==> src/core/ser_regs_pkg.sv <==
/*
  Register map constants for the serializer control register bank.
  Assumes an 8-bit register offset space reached from two access ports.
*/
// Function
// - every register reads from local port and remote channel; all but counter and status also write from both
// - own address in bits 7:1; bit 0 picks strap or register value
// - power-down bit 3 controls analog block; only local writes change it
// - reset bit 1 resets logic but keeps registers, then self-clears
// - reset bit 0 resets logic and all registers, then self-clears
// - power bit 6 selects high or low output drive
// - bit 5 enables supply auto-detect; else bit 4 picks 3.3V or 1.8V
// - config bit 7 enables back-channel CRC check, bit 6 forward parity
// - config bit 5 holds CRC counters cleared until software writes 0
// - bit 4 acknowledges remote writes at once; use only while locked
// - bit 3 passes all non-own addresses remapped to remote receiver
// - config bit 2 enables pass-through to the remote side
// - config bit 0 picks rising or falling sample edge
// - accesses to receiver alias are remapped to stored receiver address
// - receiver address autoloads on lock unless freeze bit 0 is set
// - zero receiver address or alias blocks remote receiver access
// - slave alias remaps to stored slave address; zero alias disables
// - 16-bit read-only CRC error counter, low 0x0A, high 0x0B
// - status shows lock, self-test CRC error, clock valid, link present
// - status bit 1 sets on CRC error, clears on link loss or clear bit
// - output drives local value if enabled, output, remote off
// - remote enabled output pin drives value received over the link
// - enable 0 floats the pin; direction 1 input, 0 output
`default_nettype none

package ser_regs_pkg;
  // offsets
  localparam logic [7:0] ADDR_OWN = 8'h00;
  localparam logic [7:0] ADDR_PWR = 8'h01;
  localparam logic [7:0] ADDR_CFG = 8'h03;
  localparam logic [7:0] ADDR_RID = 8'h06;
  localparam logic [7:0] ADDR_RALIAS = 8'h07;
  localparam logic [7:0] ADDR_SID = 8'h08;
  localparam logic [7:0] ADDR_SALIAS = 8'h09;
  localparam logic [7:0] ADDR_CNT_LO = 8'h0A;
  localparam logic [7:0] ADDR_CNT_HI = 8'h0B;
  localparam logic [7:0] ADDR_STAT = 8'h0C;
  localparam logic [7:0] ADDR_GPO32 = 8'h0D;
  localparam logic [7:0] ADDR_GPO10 = 8'h0E;
  // reset values
  localparam logic [7:0] RST_OWN = 8'hB0;
  localparam logic [7:0] RST_PWR = 8'h30;
  localparam logic [7:0] RST_CFG = 8'hC5;
  localparam logic [7:0] RST_RID = 8'h00;
  localparam logic [7:0] RST_ALIAS = 8'h00;
  localparam logic [7:0] RST_GPO32 = 8'h55;
  localparam logic [7:0] RST_GPO10 = 8'h35;
  // stored bits
  localparam logic [7:0] MASK_PWR = 8'h78;
  localparam logic [7:0] MASK_ADDR = 8'hFE;
  // power field bits
  localparam int PWR_DRIVE = 6;
  localparam int PWR_VAUTO = 5;
  localparam int PWR_V33 = 4;
  localparam int PWR_APD = 3;
  localparam int PWR_RST1 = 1;
  localparam int PWR_RST0 = 0;
  // config field bits
  localparam int CFG_CRC_EN = 7;
  localparam int CFG_PAR_EN = 6;
  localparam int CFG_CRC_CLR = 5;
  localparam int CFG_AUTOACK = 4;
  localparam int CFG_PASSALL = 3;
  localparam int CFG_PT_EN = 2;
  localparam int CFG_EDGE = 0;
  // address register low bit: source select or freeze
  localparam int ADDR_LSB = 0;
  // output pin nibble fields
  localparam int GN_VAL = 3;
  localparam int GN_REM = 2;
  localparam int GN_DIR = 1;
  localparam int GN_EN = 0;
  localparam logic [15:0] CNT_MAX = 16'hFFFF;
  localparam logic [15:0] CNT_ONE = 16'h0001;
endpackage

`default_nettype wire

==> src/core/serializer_control_register_bank.sv <==
/*
  Control and status register bank of the audio link serializer.
  Assumes a local bus slave and the control channel hand in decoded
  register accesses on CLK_IN; pins and status levels are asynchronous.
*/
`default_nettype none

module serializer_control_register_bank #(
  parameter logic [2:0] REVISION_FIELD = 3'h5 // arbitrary value
) (
  // clock and reset
  input wire logic CLK_IN,
  input wire logic RESET_N_IN,
  // local access port
  input wire logic LOC_WR_IN,
  input wire logic LOC_RD_IN,
  input wire logic [7:0] LOC_ADDR_IN,
  input wire logic [7:0] LOC_WDATA_IN,
  output logic [7:0] LOC_RDATA_OUT,
  output logic LOC_RVALID_OUT,
  // remote access port
  input wire logic REM_WR_IN,
  input wire logic REM_RD_IN,
  input wire logic [7:0] REM_ADDR_IN,
  input wire logic [7:0] REM_WDATA_IN,
  output logic [7:0] REM_RDATA_OUT,
  output logic REM_RVALID_OUT,
  // pins and link status levels
  input wire logic [6:0] ADDRESS_STRAP_PIN_IN,
  input wire logic RX_LOCK_IN,
  input wire logic SELF_TEST_CRC_ERR_IN,
  input wire logic SCK_VALID_IN,
  input wire logic LINK_PRESENT_IN,
  input wire logic [3:0] REMOTE_GPO_IN,
  // control channel events
  input wire logic CRC_ERROR_IN,
  input wire logic REMOTE_ID_VALID_IN,
  input wire logic [6:0] REMOTE_ID_IN,
  // pass-through address lookup
  input wire logic PT_QUERY_IN,
  input wire logic PT_WRITE_IN,
  input wire logic [6:0] PT_ADDR_IN,
  output logic PT_DONE_OUT,
  output logic PT_LOCAL_OUT,
  output logic PT_PASS_OUT,
  output logic PT_AUTOACK_OUT,
  output logic [6:0] PT_TARGET_OUT,
  // configuration outputs
  output logic [6:0] OWN_ADDR_OUT,
  output logic ANALOG_POWER_DOWN_OUT,
  output logic OUTPUT_DRIVE_SELECT_OUT,
  output logic VIO_AUTO_OUT,
  output logic VIO_3V3_OUT,
  output logic CRC_CHECK_EN_OUT,
  output logic PARITY_EN_OUT,
  output logic SAMPLE_EDGE_SELECT_OUT,
  output logic DIGITAL_RESET_OUT,
  // general outputs
  output logic [3:0] GENERAL_OUTPUTS_OUT,
  output logic [3:0] GENERAL_OUTPUTS_OE_OUT
);

  logic [6:0] strap_s1, strap_s2;
  logic [3:0] stat_s1, stat_s2, rgpo_s1, rgpo_s2;
  logic full_rst, rst, lrst, wr_en, wr_loc;
  logic [7:0] wr_addr, wr_data, own, pwr, next_pwr, cfg;
  logic [7:0] rid, ralias, sid, salias, gpo32, gpo10;
  logic [15:0] cnt, nibs;
  logic des_err, lock, link, crc_ev;

  function automatic logic hit(input logic en, input logic [7:0] a,
                               input logic [7:0] b);
    hit = en && (a == b);
  endfunction

  // synchronisers for pins and foreign levels
  always_ff @(posedge CLK_IN) begin
    strap_s1 <= ADDRESS_STRAP_PIN_IN;
    stat_s1 <= {RX_LOCK_IN, SELF_TEST_CRC_ERR_IN, SCK_VALID_IN,
                LINK_PRESENT_IN};
    rgpo_s1 <= REMOTE_GPO_IN;
    strap_s2 <= strap_s1;
    stat_s2 <= stat_s1;
    rgpo_s2 <= rgpo_s1;
  end

  assign lock = stat_s2[3];
  assign link = stat_s2[0];
  assign rst = !RESET_N_IN || full_rst;
  assign lrst = rst || DIGITAL_RESET_OUT;
  assign crc_ev = CRC_ERROR_IN && cfg[ser_regs_pkg::CFG_CRC_EN];

  // write arbitration, local port first
  always_comb begin
    wr_en = LOC_WR_IN || REM_WR_IN;
    wr_loc = LOC_WR_IN;
    wr_addr = LOC_WR_IN ? LOC_ADDR_IN : REM_ADDR_IN;
    wr_data = LOC_WR_IN ? LOC_WDATA_IN : REM_WDATA_IN;
  end

  // self-clearing resets
  always_ff @(posedge CLK_IN) begin
    if (!RESET_N_IN) begin
      full_rst <= 1'b0;
      DIGITAL_RESET_OUT <= 1'b0;
    end else begin
      full_rst <= hit(wr_en, wr_addr, ser_regs_pkg::ADDR_PWR) &&
                  wr_data[ser_regs_pkg::PWR_RST0];
      DIGITAL_RESET_OUT <= hit(wr_en, wr_addr, ser_regs_pkg::ADDR_PWR) &&
                           (wr_data[ser_regs_pkg::PWR_RST0] ||
                            wr_data[ser_regs_pkg::PWR_RST1]);
    end
  end

  // own address register
  always_ff @(posedge CLK_IN) begin
    if (rst) begin
      own <= ser_regs_pkg::RST_OWN;
    end else if (hit(wr_en, wr_addr, ser_regs_pkg::ADDR_OWN)) begin
      own <= wr_data;
    end
  end

  // power register; remote cannot touch analog power-down
  always_comb begin
    next_pwr = wr_data & ser_regs_pkg::MASK_PWR;
    if (!wr_loc) begin
      next_pwr[ser_regs_pkg::PWR_APD] = pwr[ser_regs_pkg::PWR_APD];
    end
  end

  always_ff @(posedge CLK_IN) begin
    if (rst) begin
      pwr <= ser_regs_pkg::RST_PWR;
    end else if (hit(wr_en, wr_addr, ser_regs_pkg::ADDR_PWR)) begin
      pwr <= next_pwr;
    end
  end

  // general configuration
  always_ff @(posedge CLK_IN) begin
    if (rst) begin
      cfg <= ser_regs_pkg::RST_CFG;
    end else if (hit(wr_en, wr_addr, ser_regs_pkg::ADDR_CFG)) begin
      cfg <= wr_data;
    end
  end

  // remote receiver address with autoload
  always_ff @(posedge CLK_IN) begin
    if (rst) begin
      rid <= ser_regs_pkg::RST_RID;
    end else if (hit(wr_en, wr_addr, ser_regs_pkg::ADDR_RID)) begin
      rid <= wr_data;
    end else if (REMOTE_ID_VALID_IN && lock &&
                 !rid[ser_regs_pkg::ADDR_LSB]) begin
      rid <= {REMOTE_ID_IN, rid[ser_regs_pkg::ADDR_LSB]};
    end
  end

  // alias and slave address registers
  always_ff @(posedge CLK_IN) begin
    if (rst) begin
      ralias <= ser_regs_pkg::RST_ALIAS;
      sid <= ser_regs_pkg::RST_ALIAS;
      salias <= ser_regs_pkg::RST_ALIAS;
    end else begin
      if (hit(wr_en, wr_addr, ser_regs_pkg::ADDR_RALIAS)) begin
        ralias <= wr_data & ser_regs_pkg::MASK_ADDR;
      end
      if (hit(wr_en, wr_addr, ser_regs_pkg::ADDR_SID)) begin
        sid <= wr_data & ser_regs_pkg::MASK_ADDR;
      end
      if (hit(wr_en, wr_addr, ser_regs_pkg::ADDR_SALIAS)) begin
        salias <= wr_data & ser_regs_pkg::MASK_ADDR;
      end
    end
  end

  // output pin configuration
  always_ff @(posedge CLK_IN) begin
    if (rst) begin
      gpo32 <= ser_regs_pkg::RST_GPO32;
      gpo10 <= ser_regs_pkg::RST_GPO10;
    end else begin
      if (hit(wr_en, wr_addr, ser_regs_pkg::ADDR_GPO32)) begin
        gpo32 <= wr_data;
      end
      if (hit(wr_en, wr_addr, ser_regs_pkg::ADDR_GPO10)) begin
        gpo10 <= wr_data;
      end
    end
  end

  // crc error counter, saturating
  always_ff @(posedge CLK_IN) begin
    if (rst || cfg[ser_regs_pkg::CFG_CRC_CLR]) begin
      cnt <= '0;
    end else if (crc_ev && cnt != ser_regs_pkg::CNT_MAX) begin
      cnt <= cnt + ser_regs_pkg::CNT_ONE;
    end
  end

  // remote error flag, set wins over clear
  always_ff @(posedge CLK_IN) begin
    if (lrst) begin
      des_err <= 1'b0;
    end else if (crc_ev) begin
      des_err <= 1'b1;
    end else if (!link || cfg[ser_regs_pkg::CFG_CRC_CLR]) begin
      des_err <= 1'b0;
    end
  end

  function automatic logic [7:0] rd(input logic [7:0] a);
    case (a)
      ser_regs_pkg::ADDR_OWN: rd = own;
      ser_regs_pkg::ADDR_PWR: rd = pwr;
      ser_regs_pkg::ADDR_CFG: rd = cfg;
      ser_regs_pkg::ADDR_RID: rd = rid;
      ser_regs_pkg::ADDR_RALIAS: rd = ralias;
      ser_regs_pkg::ADDR_SID: rd = sid;
      ser_regs_pkg::ADDR_SALIAS: rd = salias;
      ser_regs_pkg::ADDR_CNT_LO: rd = cnt[7:0];
      ser_regs_pkg::ADDR_CNT_HI: rd = cnt[15:8];
      ser_regs_pkg::ADDR_STAT:
        rd = {REVISION_FIELD, stat_s2[3:1], des_err, stat_s2[0]};
      ser_regs_pkg::ADDR_GPO32: rd = gpo32;
      ser_regs_pkg::ADDR_GPO10: rd = gpo10;
      default: rd = 8'h00;
    endcase
  endfunction

  // read answers, one cycle after the strobe
  always_ff @(posedge CLK_IN) begin
    if (rst) begin
      LOC_RDATA_OUT <= 8'h00;
      LOC_RVALID_OUT <= 1'b0;
      REM_RDATA_OUT <= 8'h00;
      REM_RVALID_OUT <= 1'b0;
    end else begin
      LOC_RVALID_OUT <= LOC_RD_IN;
      REM_RVALID_OUT <= REM_RD_IN;
      if (LOC_RD_IN) begin
        LOC_RDATA_OUT <= rd(LOC_ADDR_IN);
      end
      if (REM_RD_IN) begin
        REM_RDATA_OUT <= rd(REM_ADDR_IN);
      end
    end
  end

  // own address source
  always_ff @(posedge CLK_IN) begin
    if (rst) begin
      OWN_ADDR_OUT <= ser_regs_pkg::RST_OWN[7:1];
    end else begin
      OWN_ADDR_OUT <= own[ser_regs_pkg::ADDR_LSB] ? own[7:1] : strap_s2;
    end
  end

  // pass-through lookup
  always_ff @(posedge CLK_IN) begin
    if (lrst) begin
      PT_DONE_OUT <= 1'b0;
      PT_LOCAL_OUT <= 1'b0;
      PT_PASS_OUT <= 1'b0;
      PT_AUTOACK_OUT <= 1'b0;
      PT_TARGET_OUT <= '0;
    end else begin
      PT_DONE_OUT <= PT_QUERY_IN;
      PT_LOCAL_OUT <= 1'b0;
      PT_PASS_OUT <= 1'b0;
      PT_AUTOACK_OUT <= 1'b0;
      PT_TARGET_OUT <= '0;
      if (PT_QUERY_IN) begin
        if (PT_ADDR_IN == OWN_ADDR_OUT) begin
          PT_LOCAL_OUT <= 1'b1;
        end else if (cfg[ser_regs_pkg::CFG_PT_EN]) begin
          if (ralias[7:1] != '0 && rid[7:1] != '0 &&
              PT_ADDR_IN == ralias[7:1]) begin
            PT_PASS_OUT <= 1'b1;
            PT_TARGET_OUT <= rid[7:1];
            PT_AUTOACK_OUT <= PT_WRITE_IN &&
                              cfg[ser_regs_pkg::CFG_AUTOACK];
          end else if (salias[7:1] != '0 &&
                       PT_ADDR_IN == salias[7:1]) begin
            PT_PASS_OUT <= 1'b1;
            PT_TARGET_OUT <= sid[7:1];
            PT_AUTOACK_OUT <= PT_WRITE_IN &&
                              cfg[ser_regs_pkg::CFG_AUTOACK];
          end else if (cfg[ser_regs_pkg::CFG_PASSALL] &&
                       rid[7:1] != '0) begin
            PT_PASS_OUT <= 1'b1;
            PT_TARGET_OUT <= rid[7:1];
            PT_AUTOACK_OUT <= PT_WRITE_IN &&
                              cfg[ser_regs_pkg::CFG_AUTOACK];
          end
        end
      end
    end
  end

  // output pins, pin 3 down to 0
  assign nibs = {gpo32[3:0], gpo32[7:4], gpo10[3:0], gpo10[7:4]};

  always_ff @(posedge CLK_IN) begin
    if (lrst) begin
      GENERAL_OUTPUTS_OUT <= '0;
      GENERAL_OUTPUTS_OE_OUT <= '0;
    end else begin
      for (int i = 0; i < 4; i++) begin
        GENERAL_OUTPUTS_OE_OUT[i] <= nibs[4*i+ser_regs_pkg::GN_EN] &&
                                     !nibs[4*i+ser_regs_pkg::GN_DIR];
        if (nibs[4*i+ser_regs_pkg::GN_REM]) begin
          GENERAL_OUTPUTS_OUT[i] <= rgpo_s2[i];
        end else begin
          GENERAL_OUTPUTS_OUT[i] <= nibs[4*i+ser_regs_pkg::GN_VAL];
        end
      end
    end
  end

  // configuration outputs straight from register bits
  assign ANALOG_POWER_DOWN_OUT = pwr[ser_regs_pkg::PWR_APD];
  assign OUTPUT_DRIVE_SELECT_OUT = pwr[ser_regs_pkg::PWR_DRIVE];
  assign VIO_AUTO_OUT = pwr[ser_regs_pkg::PWR_VAUTO];
  assign VIO_3V3_OUT = pwr[ser_regs_pkg::PWR_V33];
  assign CRC_CHECK_EN_OUT = cfg[ser_regs_pkg::CFG_CRC_EN];
  assign PARITY_EN_OUT = cfg[ser_regs_pkg::CFG_PAR_EN];
  assign SAMPLE_EDGE_SELECT_OUT = cfg[ser_regs_pkg::CFG_EDGE];
endmodule

`default_nettype wire

==> config.mk <==
export PLATFORM = sky130hd
export DESIGN_NAME = serializer_control_register_bank
export DESIGN_NICKNAME = d
export VERILOG_FILES = /design/src/core/ser_regs_pkg.sv /design/src/core/serializer_control_register_bank.sv
export SDC_FILE = /design/constraint.sdc
export NUM_CORES = 1
export LEC_CHECK = 0
export BUFFER_PORTS_ARGS = -buffer_cell sky130_fd_sc_hd__buf_2
export CORE_MARGIN = 3
export CORE_UTILIZATION = 57
export CTS_CLUSTER_DIAMETER = 150
export DETAILED_ROUTE_END_ITERATION = 6
export HOLD_SLACK_MARGIN = 0.02
export PLACE_DENSITY = 0.8
export SLEW_MARGIN = 15
export SYNTH_ARGS = -nofsm -noshare
export SYNTH_HDL_FRONTEND = slang
export SYNTH_SLANG_ARGS = --single-unit
==> constraint.sdc <==
create_clock -name CLK_IN -period 2.9 [get_ports CLK_IN]
set_input_delay 0.58 -clock CLK_IN [delete_from_list [all_inputs] [get_ports CLK_IN]]
set_output_delay 0.58 -clock CLK_IN [all_outputs]
set_load 0.02 [all_outputs]
======== After elaboration in Yosys (flattened, before gate mapping) ========
Cells that the tools add are included.
storage, ports and cells
  word-level logic and storage cells ...... 141
  output and inout bits ................... 52
  input bits .............................. 71
  flip-flop bits (word level) ............. 158
operators by class
  reduce and logical (&&, ||, !) cells .... 48
  eq/ne operators ......................... 34
  add/subtract/negate cells ............... 1
  bitwise gates (word level) .............. 2
  muxes and demuxes ....................... 23
operators by type and width
  operator                                                          count
  8-bit one-hot mux with 12 select lines                            2
  8-bit by 4-bit == test with 1-bit output (second input constant)  18
  8-bit by 3-bit == test with 1-bit output (second input constant)  6
  8-bit two-way mux                                                 4
  7-bit two-way mux                                                 4
  8-bit by 1-bit == test with 1-bit output (second input constant)  3
  8-bit by 2-bit == test with 1-bit output (second input constant)  3
  1-bit logical AND                                                 24
  8-bit logical NOT                                                 3
  7-bit == test                                                     3
  7-bit nonzero test                                                3
  16-bit by 1-bit adder with 16-bit output (second input constant)  1
  16-bit != test (second input constant)                            1
  1-bit two-way mux                                                 13
  1-bit logical NOT                                                 7
  1-bit logical OR                                                  6
  2-bit nonzero test                                                2
  4-bit OR reduction                                                1
  1-bit NOT                                                         2
  2-bit AND reduction                                               1
  2-bit OR reduction                                                1

======== Logic depth before layout (Yosys ltp) ========
Gate-level depths: netlist (run 1).
  word-level depth ........................ 5
  mapped depth ............................ 9
  depth with buffers taken out ............ 7

======== Worst setup path after synthesis (run 1) ========
No wires, ideal clock.
  path kind ............................... input to register
  from .................................... input LOC_ADDR_IN[4]
  to ...................................... register LOC_RDATA_OUT[3]
  library setup time ...................... 86 ps
  cell stages on the path ................. 7
  required time ........................... 2814 ps
  data arrival time ....................... 2276 ps
  slack ................................... 538 ps
  path buffers ............................ 1
  path through ............................ or4_4 > buf_6 > or3_4 > or3b_1 > o21ai_2 > o21ai_2 > a221oi_2
on the way
  cells in the longest elaborated chain, start to end .. 2
  elaborated cells on any way between the ends .. 13
  those cells by class .................... eq/ne (11); mux (1); reduce/logical (1)
RTL lines
  element                                                                 RTL line                                 source
  start: declaration                                                      serializer_control_register_bank.sv:17   input wire logic [7:0] LOC_ADDR_IN,
  8-bit by 4-bit == test with 1-bit output, or another cell as far along  serializer_control_register_bank.sv:216  case (a)
  8-bit one-hot mux with 12 select lines *                                serializer_control_register_bank.sv:216
  end signal: assignment                                                  serializer_control_register_bank.sv:245  LOC_RDATA_OUT <= rd(LOC_ADDR_IN);
  end: declaration                                                        serializer_control_register_bank.sv:19   output logic [7:0] LOC_RDATA_OUT,
Mark *: on every way between the ends. The rest lies on a longest branch, timed or not.
A chain may end at the register's enable or synchronous reset.

======== Worst setup path after layout (run 1) ========
  from .................................... register ralias[3]
  to ...................................... register PT_TARGET_OUT[2]
on the way
  cells in the longest elaborated chain, start to end .. 4
  elaborated cells on any way between the ends .. 5
  those cells by class .................... eq/ne (1); mux (1); reduce/logical (3)
RTL lines
  element                   RTL line                                 source
  start: declaration        serializer_control_register_bank.sv:67   logic [7:0] rid, ralias, sid, salias, gpo32, gpo10;
  start signal: assignment  serializer_control_register_bank.sv:164  ralias <= ser_regs_pkg::RST_ALIAS;
  start signal: assignment  serializer_control_register_bank.sv:169  ralias <= wr_data & ser_regs_pkg::MASK_ADDR;
  7-bit nonzero test        serializer_control_register_bank.sv:280  if (ralias[7:1] != '0 && rid[7:1] != '0 &&
  1-bit logical AND         serializer_control_register_bank.sv:280
  1-bit logical AND *       serializer_control_register_bank.sv:280
  7-bit two-way mux *       serializer_control_register_bank.sv:280
  end signal: assignment    serializer_control_register_bank.sv:283  PT_TARGET_OUT <= rid[7:1];
  end signal: assignment    serializer_control_register_bank.sv:289  PT_TARGET_OUT <= sid[7:1];
  end signal: assignment    serializer_control_register_bank.sv:295  PT_TARGET_OUT <= rid[7:1];
  end: declaration          serializer_control_register_bank.sv:47   output logic [6:0] PT_TARGET_OUT,
Marked as above.

==> metrics.yaml, run 1 <==
outcome:
  outcome: "complete, no violations"
global_route:
  grtUsageTotal_pct: 35.8
  grt_max_degree: 66
  antenna_found_initial: 0
  grt_overflow: 0
  grt_pass1_vias: 6948
  grt_pass1_wl_um: 39900
synthesis:
  synth.top_cells.by_count: "dfxtp_1, nor2_1, nand2_1"
  netlist_area_mm2: 0.00770
  synth.distinct_cells: 70
  dominantRegCellSynth: "dfxtp_1"
  synth.most_common_cell: "dfxtp_1"
  syn_inst: 854
  yosysSeqAreaShare_pct: 41.1
  syn_nets: 926
  synth_area_leaders: "dfxtp_1, mux2i_1, nor2_1, a211oi_1, nand2_1"
  yosys_warnings: 0
  avgSynthCellArea_um2: 9.01
  synthArstFlopShare_pct: 0
  synth_edf_count: 0
  yosysTopAreaCell: "dfxtp_1"
  synth_top_cell_area_share_pct: 41.1
  synth-seq-cells: 158
setup_path:
  path_buf_inv: 0
  r2r_start: "ralias[3]"
  path_depth: 5
  rrSetupSlack_ps: 570
  crit_path_max_fanout: 9
  cp_top_family: "compound AO/OA/AOI/OAI gates"
  reg2reg_depth: 5
  crit_path_start: "ralias[3]"
  critPathCaptureType: "flop"
  arrival_ps: 2630
  worst_setup_path_start_kind: "flop"
  worst_path_max_delay_cell: "or4_1"
  slowest_delay_ps: 550
  cp.required_ps: 3200
  criticalPathCategory: "reg -> reg"
  endpoint: "PT_TARGET_OUT[2]"
  worstPathCellList: "or4_1, o41ai_1, or3_1, a311o_1, nor2_1"
  r2r_end: "PT_TARGET_OUT[2]"
sta:
  period_minus_slack_ps: 2330
  setup_viol: 0
  drv_slew: 0
  fin_crit_sh_pct: 80.2
  slew-limit-headroom_pct: 39.2
  hold_violations: 0
  worst_slew_pin_slew_ps: 907
  max_freq_mhz: 430
  rsz0062_at_grt: "no"
  fin_tns_setup_ps: 0
  skew_ps: 11.4
cts:
  clkSlewWorstSetupHoldPaths_ps: 70
  clock_latency_ps: 430
  cts_tree: "built"
  cts_setup_buffers: 0
  cts_root_buf: "clkbuf_16"
  ctsLongestPathBuffers: 2
  cts_made_buffers: 17
  cts-resized-gates: 0
  clock_sink_count: 158
  cts-htree-levels: 4
  postCtsHoldBufs: 0
placement:
  dpl.hpwl_um: 19500
  port_buffers: 122
  gp_congestion: 1.06
  dp_cells: 1127
pwr:
  p_per_area_mw_per_mm2: 550
  clockPowerShare_pct: 45.5
  power_mw: 5.00
  comb_power_share_pct: 9.5
  sw_frac_of_total_pct: 27.0
  p_seq_share_pct: 45.0
  irDropWorstVdd_v: 0.000565
  internal_power_mw: 3.65
  p_leak_nw: 3.70
  p_sw_mw: 1.35
die:
  rows: 41
  floorplan.initialDensity_pct: 59.5
  die_y_um: 122
  coreArea_mm2: 0.0129
  ios: 123
  dieArea_mm2: 0.0149
  die_w_um: 122
routing:
  drtIter0Drc: 1258
  route.detailed.drc: 0
  vias: 7535
  finalWirelength_um: 26700
  vias_per_cell: 6.50
  drtPass1Iterations: 6
  antenna_left: 0
  wl_per_cell_um: 23.1
finish:
  multi_input_area_mm2: 0.00420
  nFillCells: 1078
  regArea_mm2: 0.00316
  n_antenna_cell: 0
  fin_cells: 1159
  syn_to_final_growth_pct: 18.1
  final_net_count: 1046
  drive_above_1_share_pct: 23.4
worst_hold_path:
  worstHoldPathType: "in -> reg"
flow_run:
  maxCapViolations: 0
## per-layer routing
layer | vias to the layer above | part of all wire [%] | wire length [um] | global-route usage, %
li1 | 3356 | - | - | -
met5 | - | 0 | 0 | 0
met4 | 0 | 5.4 | 1430 | 17.0
met1 | 3479 | 39 | 10500 | 49.0
met2 | 581 | 42 | 11300 | 52.7
met3 | 119 | 13 | 3490 | 9.33
## kinds of logic after synthesis
| group | Yosys count | share of synthesized area, % |
|---|---|---|
| AND/OR/NAND/NOR | 325 | 20.5 |
| AO/OA/AOI/OAI | 179 | 16.6 |
| flip-flops | 158 | 41.1 |
| multiplexers | 91 | 13.1 |
| buffers and inverters | 65 | 4.62 |
| XOR/XNOR | 35 | 3.98 |
| adder cells (fa/ha/maj) | 1 | 0.163 |
## power groups by stage
stage                     Sequential (mW)  Combinational [mW]  Clock, mW
after detailed placement             2.29               0.455          0
final                                2.25               0.475       2.27
after global placement               2.29               0.449          0
after global routing                 2.25               0.500       2.38
after CTS                            2.24               0.459       2.28
after floorplan                      2.30               0.263          0
## final cells by class
class / instances / share of cell area, %
multi-input cells: 631 / 46.2
flip-flops and latches: 158 / 34.8
repair buffers: 159 / 9.77
clock buffers: 18 / 4.83
well taps: 172 / 2.37
clock inverters: 14 / 1.79
inverters: 7 / 0.289
## metrics by stage
step	hold slack, ps	utilization [%]	setup WS [ps]	instance area (um^2)
after floorplan	310	-	538	7700
after global placement	310	65.7	377	8490
after detailed placement	312	65.7	330	8490
after CTS	235	70.3	629	9090
after global routing	226	70.3	491	9090
final	245	70.3	573	9090
## worst min path at each step
stage          slack, ps    endpoint              from  cells past startpoint
2_1_floorplan        310  rgpo_s2[0]        rgpo_s1[0]                      0
3_3_place_gp         310  rgpo_s2[1]        rgpo_s1[1]                      0
3_5_place_dp         310  rgpo_s2[3]        rgpo_s1[3]                      0
4_1_cts              230  rgpo_s1[0]  REMOTE_GPO_IN[0]                      1
5_1_grt              230  rgpo_s1[0]  REMOTE_GPO_IN[0]                      1
6_report             240  rgpo_s1[0]  REMOTE_GPO_IN[0]                      1
## layout by cell type, fill, tap and decap left out, types with 6 or more instances in the layout
cell	n
inv_1	7
mux2i_1	67
xnor2_1	18
a211oi_1	38
a221oi_1	11
dfxtp_1	158
a31oi_1	6
and2_1	10
nor4_1	6
nor3b_1	6
buf_2	122
xor2_1	17
mux4_2	6
buf_4	37
nor3_1	14
a22oi_1	18
o21ai_0	33
nand2_1	73
a21oi_1	21
mux2_2	18
nor2_1	105
nand4_1	13
and3_1	8
o211ai_1	12
nand2b_1	17
clkbuf_16	17
nand3_1	31
nand3b_1	6
nor2b_1	18
## registers in the layout, indices dropped and copies added (netlist names), 4 cells and up
name and count:
salias 7, stat_s1 4, rid 8, LOC_RDATA_OUT 8
gpo32 8, OWN_ADDR_OUT 7, GENERAL_OUTPUTS_OUT 4, REM_RDATA_OUT 8
rgpo_s2 4, cfg 8, ralias 7, stat_s2 4
GENERAL_OUTPUTS_OE_OUT 4, PT_TARGET_OUT 7, rgpo_s1 4, own 8
gpo10 8, strap_s2 7, pwr 4, strap_s1 7
sid 7, cnt 16
(Power assumes the default switching activity.)
==> inputs of run 2 (changes only) <==
- ABC_AREA: unset -> 1
- CORE_UTILIZATION: 57 -> 52
- PLACE_DENSITY: 0.8 -> 0.77
- clock period: 2.9 -> 1.98 ns (I/O delays scaled with it)
==> run 2 against run 1 <==
- maximum frequency increased by 33%
- critical path depth increased by 4
- highest routed layer unchanged
- clock skew decreased by 4.2 ps
- register-to-register slack got worse by 340 ps
- wire length decreased by 3.0%
- largest power group unchanged
- critical path type unchanged
- sequential power increased by 46%
- cell count increased by 33%
- first-iteration DRC count decreased by 5.9%
==> metrics.yaml, run 2 <==
cts:
  clock_sink_count: 158  # unchanged
  cts-resized-gates: 0  # unchanged
  ctsLongestPathBuffers: 2  # unchanged
  postCtsHoldBufs: 0  # unchanged
  cts_root_buf: "clkbuf_16"  # unchanged
  cts-htree-levels: 4  # unchanged
  cts_setup_buffers: 0  # unchanged
  clock_latency_ps: 430  # about the same
  cts_tree: "built"  # unchanged
  clkSlewWorstSetupHoldPaths_ps: 70  # about the same
  cts_made_buffers: 17  # unchanged
worst_hold_path:
  worstHoldPathType: "in -> reg"  # unchanged
  hold_depth: 1  # unchanged
  min_from: "ADDRESS_STRAP_PIN_IN[6]"  # was REMOTE_GPO_IN[0]
  hold_end: "strap_s1[6]"  # was rgpo_s1[0]
placement:
  dpl.hpwl_um: 19500  # about the same
  dp_cells: 1510  # was 1127
  port_buffers: 122  # unchanged
  dp_slack_ps: 83.5  # was 330 ps
  place_area_mm2: 0.00902  # was 0.00849 mm^2
  gp_congestion: 1.01  # was 1.06
global_route:
  grt_pass1_wl_um: 40800  # was 39900 um
  grt_pass1_vias: 7844  # was 6948
  grt_max_degree: 78  # was 66
  antenna_found_initial: 0  # unchanged
  grtUsageTotal_pct: 31.7  # was 35.8%
  grt_overflow: 0  # unchanged
setup_path:
  rrSetupSlack_ps: 230  # was 570 ps
  critPathCaptureType: "flop"  # unchanged
  worst_setup_path_start_kind: "flop"  # unchanged
  r2r_start: "salias[6]"  # was ralias[3]
  reg2reg_depth: 9  # was 5
  arrival_ps: 2110  # was 2630 ps
  criticalPathCategory: "reg -> reg"  # unchanged
  cp.required_ps: 2340  # was 3200 ps
  r2r_end: "PT_TARGET_OUT[4]"  # was PT_TARGET_OUT[2]
  crit_path_max_fanout: 7  # was 9
synthesis:
  synth_edf_count: 0  # unchanged
  synth.most_common_cell: "nand2_1"  # was dfxtp_1
  synth_area_leaders: "dfxtp_1, nand3_1, nand2_1, nor2_1, a21oi_1"  # was dfxtp_1, mux2i_1, nor2_1, a211oi_1, nand2_1
  synthArstFlopShare_pct: 0  # unchanged
  syn_nets: 1255  # was 926
  avgSynthCellArea_um2: 6.62  # was 9.01 um^2
  dominantRegCellSynth: "dfxtp_1"  # unchanged
  synth-seq-cells: 158  # unchanged
  netlist_area_mm2: 0.00783  # was 0.00770 mm^2
  synth.top_cells.by_count: "nand2_1, nand3_1, dfxtp_1"  # was dfxtp_1, nor2_1, nand2_1
  syn_inst: 1183  # was 854
  synth_top_cell_area_share_pct: 40.4  # was 41.1%
  synth.distinct_cells: 34  # was 70
  yosys_warnings: 0  # unchanged
  yosysTopAreaCell: "dfxtp_1"  # unchanged
  yosysSeqAreaShare_pct: 40.4  # was 41.1%
sta:
  skew_ps: 7.20  # was 11.4 ps
  rsz0062_at_grt: "no"  # unchanged
  fin_crit_sh_pct: 88.4  # was 80.2%
  drv_slew: 0  # unchanged
  period_minus_slack_ps: 1750  # was 2330 ps
  setup_viol: 0  # unchanged
  slew-limit-headroom_pct: 68.4  # was 39.2%
  max_freq_mhz: 571  # was 430 MHz
  worst_slew_pin_slew_ps: 474  # was 907 ps
  fin_ws_ps: 230  # was 573 ps
  fin_tns_setup_ps: 0  # unchanged
  hold_violations: 0  # unchanged
  hold_ws_ps: 57.0  # was 245 ps
finish:
  largest_reg_flops: 16  # unchanged
  fin_cells: 1542  # was 1159
  fin_util_pct: 65.8  # was 70.3%
  design_area_mm2: 0.00964  # was 0.00909 mm^2
  final_net_count: 1417  # was 1046
  mostFrequentLayoutCell: "nand2_1"  # was dfxtp_1
  multi_input_area_mm2: 0.00408  # was 0.00420 mm^2
  n_antenna_cell: 0  # unchanged
  final_cell_mix: "nand2_1, nand3_1, dfxtp_1"  # was dfxtp_1, buf_2, nor2_1
  nFillCells: 1334  # was 1078
  largest-register: "cnt"  # unchanged
  regArea_mm2: 0.00316  # about the same
  syn_to_final_growth_pct: 23.1  # was 18.1%
  drive_above_1_share_pct: 18.6  # was 23.4%
pwr:
  p_per_area_mw_per_mm2: 759  # was 550 mW/mm^2
  irDropWorstVdd_v: 0.000668  # was 0.000565 V
  power_mw: 7.32  # was 5.00 mW
  p_leak_nw: 4.52  # was 3.70 nW
die:
  die_y_um: 129  # was 122 um
  floorplan.initialDensity_pct: 53.5  # was 59.5%
  ios: 123  # unchanged
  rows: 44  # was 41
  die_w_um: 129  # was 122 um
  coreArea_mm2: 0.0146  # was 0.0129 mm^2
  dieArea_mm2: 0.0166  # was 0.0149 mm^2
routing:
  antenna_left: 0  # unchanged
  vias: 8684  # was 7535
  wl_per_cell_um: 16.8  # was 23.1 um
  finalWirelength_um: 25900  # was 26700 um
  drtIter0Drc: 1184  # was 1258
  drtPass1Iterations: 5  # was 6
  vias_per_cell: 5.63  # was 6.50
  route.detailed.drc: 0  # unchanged
outcome:
  outcome: "complete, no violations"  # unchanged
flow_run:
  maxCapViolations: 0  # unchanged
-- run 2: changes by cell type after synthesis, moves of 15 or more --
cell and delta:
nand2_1 +189, nand3_1 +173, inv_1 +100, a21oi_1 +64
mux2i_1 -64, nor2_1 +48, o21ai_0 +40, a211oi_1 -37
nor2b_1 -19, a22oi_1 -18, mux2_2 -18, nand2b_1 -18
xor2_1 -15
-- run 2: cells by family after synthesis --
kind of cell	after synthesis	share of synthesized area (%)
flops	158	40.4
compound gates	179	12.0
buf+inv	155	7.80
fa+ha+maj	1	0.160
xor+xnor	14	1.57
simple gates	673	37.7
mux	3	0.383
-- run 2: how the worst max path moves through the flow --
| stage | start | to | slack (ps) | cells after the start |
|---|---|---|---|---|
| 2_1_floorplan | cnt[0] | cnt[15] | 300 | 11 |
| 3_3_place_gp | REM_ADDR_IN[6] | ralias[5] | 110 | 8 |
| 3_5_place_dp | REM_ADDR_IN[4] | ralias[1] | 80 | 8 |
| 4_1_cts | cnt[1] | cnt[0] | 180 | 10 |
| 5_1_grt | cnt[1] | cnt[4] | 60 | 11 |
| 6_report | salias[6] | PT_TARGET_OUT[4] | 230 | 9 |
-- run 2: area by class of cell --
cell class              count  share of cell area [%]
flip-flops and latches    158                    32.8
well taps                 184                    2.39
clock inverters            14                    1.76
inverters                 113                    4.40
repair buffers            185                    11.8
multi-input cells         870                    42.3
clock buffers              18                    4.55
-- run 2: critical path, stage by stage, from the launching register on --
cell and delay, ps:
dfxtp_1 520, xnor2_1 160, nand2_1 60, nor2_1 120, nand2_1 70, nor2_2 210
nand2_1 200, nand2_1 140, nand2_1 60, nor2_1 120
-- run 2: metal layers --
metal  up-vias  track usage, %  routed length, um
met3        69            7.10               2780
met2       496            48.2              11500
li1       4219               -                  -
met1      3900            43.6              10600
met5         -               0                  0
met4         0            13.3               1010
-- run 2: power breakdown --
group          switching, mW  total [mW]  internal (mW)  leakage, nW
Sequential            0.0456        3.29           3.25         1.29
Clock                   1.44        3.38           1.94        0.300
Combinational          0.419       0.645          0.226         2.93
==> inputs of run 3 (changes only) <==
--- a/config.mk
+++ b/config.mk
@@ -13,7 +13,8 @@
 export DETAILED_ROUTE_END_ITERATION = 6
 export HOLD_SLACK_MARGIN = 0.02
-export PLACE_DENSITY = 0.77
+export PLACE_DENSITY_LB_ADDON = 0.15
 export SLEW_MARGIN = 15
 export SYNTH_ARGS = -nofsm -noshare
 export SYNTH_HDL_FRONTEND = slang
 export SYNTH_SLANG_ARGS = --single-unit
+export TNS_END_PERCENT = 100
==> constraint.sdc (replaced) <==
create_clock -name CLK_IN -period 1.98 [get_ports CLK_IN]
set_input_delay 0.396 -clock CLK_IN [delete_from_list [all_inputs] [get_ports CLK_IN]]
set_output_delay 0.396 -clock CLK_IN [all_outputs]
set_load 0.005 [all_outputs]
==> run 3 against run 2 <==
- count of clock-buffer cells in the layout is 1 lower
- worst hold slack worse by 4.5 ps
- wire length is 1.3% lower
- critical path depth is 1 higher
- sequential share of layout area is 0.20 points lower
- die area stayed put
- final area is 0.62% higher
- combinational power is 3% lower
- register-to-register slack better by 80 ps
- via count is 1.9% lower
==> metrics.yaml, run 3 (synthesis gave the netlist of run 2 again) <==
sta:
  fin_ws_ps: 305  # was 230 ps
  hold_ws_ps: 52.5  # was 57.0 ps
  worst_slew_pin_slew_ps: 843  # was 474 ps
  max_freq_mhz: 597  # was 571 MHz
  slew-limit-headroom_pct: 43.2  # was 68.4%
  setup_viol: 0  # unchanged
  skew_ps: 7.76  # was 7.20 ps
  fin_tns_setup_ps: 0  # unchanged
  hold_violations: 0  # unchanged
  period_minus_slack_ps: 1670  # was 1750 ps
  drv_slew: 0  # unchanged
  rsz0062_at_grt: "no"  # unchanged
  fin_crit_sh_pct: 84.6  # was 88.4%
flow_run:
  maxCapViolations: 0  # unchanged
cts:
  clock_latency_ps: 440  # was 430 ps
  postCtsHoldBufs: 0  # unchanged
  ctsLongestPathBuffers: 2  # unchanged
  cts_root_buf: "clkbuf_16"  # unchanged
  cts_tree: "built"  # unchanged
  cts-htree-levels: 4  # unchanged
  cts_made_buffers: 17  # unchanged
  clkSlewWorstSetupHoldPaths_ps: 70  # about the same
  clock_sink_count: 158  # unchanged
finish:
  final_net_count: 1425  # was 1417
  design_area_mm2: 0.00970  # was 0.00964 mm^2
  drive_above_1_share_pct: 19.0  # was 18.6%
  syn_to_final_growth_pct: 23.9  # was 23.1%
  mostFrequentLayoutCell: "nand2_1"  # unchanged
  largest-register: "cnt"  # unchanged
  fin_cells: 1550  # was 1542
  regArea_mm2: 0.00316  # unchanged
  fin_util_pct: 66.3  # was 65.8%
  multi_input_area_mm2: 0.00408  # unchanged
  n_antenna_cell: 0  # unchanged
  nFillCells: 1360  # was 1334
  largest_reg_flops: 16  # unchanged
  final_cell_mix: "nand2_1, nand3_1, dfxtp_1"  # unchanged
die:
  dieArea_mm2: 0.0166  # unchanged
  coreArea_mm2: 0.0146  # unchanged
  rows: 44  # unchanged
  die_y_um: 129  # unchanged
  floorplan.initialDensity_pct: 53.5  # unchanged
  ios: 123  # unchanged
  die_w_um: 129  # unchanged
placement:
  dp_slack_ps: 13.1  # was 83.5 ps
  dpl.hpwl_um: 19700  # was 19500 um
  gp_congestion: 1.01  # about the same
  port_buffers: 122  # unchanged
  dp_cells: 1518  # was 1510
  place_area_mm2: 0.00907  # was 0.00902 mm^2
pwr:
  power_mw: 7.26  # was 7.32 mW
  irDropWorstVdd_v: 0.000614  # was 0.000668 V
  p_per_area_mw_per_mm2: 748  # was 759 mW/mm^2
  sw_frac_of_total_pct: 27.0  # was 26.0%
  p_leak_nw: 4.56  # was 4.52 nW
  p_seq_share_pct: 45.4  # was 45.0%
  internal_power_mw: 5.30  # was 5.41 mW
  comb_power_share_pct: 8.6  # was 8.8%
  p_sw_mw: 1.96  # was 1.90 mW
  clockPowerShare_pct: 46.0  # was 46.2%
setup_path:
  cp.required_ps: 2300  # was 2340 ps
  worst_setup_path_start_kind: "flop"  # unchanged
  critPathCaptureType: "flop"  # unchanged
  arrival_ps: 1990  # was 2110 ps
  crit_path_max_fanout: 19  # was 7
  criticalPathCategory: "reg -> reg"  # unchanged
routing:
  finalWirelength_um: 25600  # was 25900 um
  wl_met1_um: 11000  # was 10600 um
  vias: 8519  # was 8684
  route.detailed.drc: 0  # unchanged
  wl_per_cell_um: 16.5  # was 16.8 um
  dr_wl_met2_um: 11300  # was 11500 um
  vias_per_cell: 5.50  # was 5.63
  antenna_left: 0  # unchanged
  wl_met3_um: 2570  # was 2780 um
  drtPass1Iterations: 5  # unchanged
  top_layer_used: "met4"  # unchanged
  drtIter0Drc: 899  # was 1184
global_route:
  grt_overflow: 0  # unchanged
  grtUsageTotal_pct: 31.4  # was 31.7%
  grt_pass1_vias: 7672  # was 7844
  antenna_found_initial: 0  # unchanged
  grt_max_degree: 54  # was 78
  grt_pass1_wl_um: 40500  # was 40800 um
worst_hold_path:
  worstHoldPathType: "in -> reg"  # unchanged
outcome:
  outcome: "complete, no violations"  # unchanged
[run 3: power by group through the flow]
stage | Combinational [mW] | Sequential, mW | Clock (mW)
detailed placement | 0.614 | 3.37 | 0
global placement | 0.609 | 3.36 | 0
CTS | 0.617 | 3.29 | 3.37
finish | 0.626 | 3.29 | 3.34
global route | 0.688 | 3.30 | 3.52
floorplan | 0.318 | 3.35 | 0
[run 3: worst paths after layout]
| kind | end | slack [ps] | cells past startpoint | from |
|---|---|---|---|---|
| setup / recovery | cnt[15] | 310 | 10 | cnt[1] |
| hold / removal | rgpo_s1[3] | 50 | 1 | REMOTE_GPO_IN[3] |
| setup reg to reg | cnt[15] | 310 | 10 | cnt[1] |
| hold reg to reg | rgpo_s2[0] | 320 | 0 | rgpo_s1[0] |
[run 3: area by class of cell]
class | count | area share (%)
clock buffer | 17 | 4.38
clock inverter | 15 | 2.02
inverter | 113 | 4.37
multi-input combinational | 870 | 42.1
sequential | 158 | 32.6
tap | 184 | 2.37
timing repair buffer | 193 | 12.2
[run 3: repair_timing]
item | 4_1_cts | 5_1_grt
endpoints found under the hold margin | 0 | 0
setup endpoints to repair | 0 | 9
setup buffers | 0 | 0
gates resized for setup | 0 | 3
[run 3: critical path, stage by stage, from the launching register on]
cell     delay [ps]
dfxtp_2         380
ha_1            210
nand2_1          80
nor2_1           90
nand2_1         100
nor2_2          150
nand3_1         100
nand2_2          80
inv_2           130
o21ai_0         150
a21oi_1          90
[run 3: layer usage]
metal  GRT usage, %  vias up
met5              0        -
met4           11.4        0
met3           9.26       61
met2           47.2      395
met1           42.9     3826
li1               -     4237
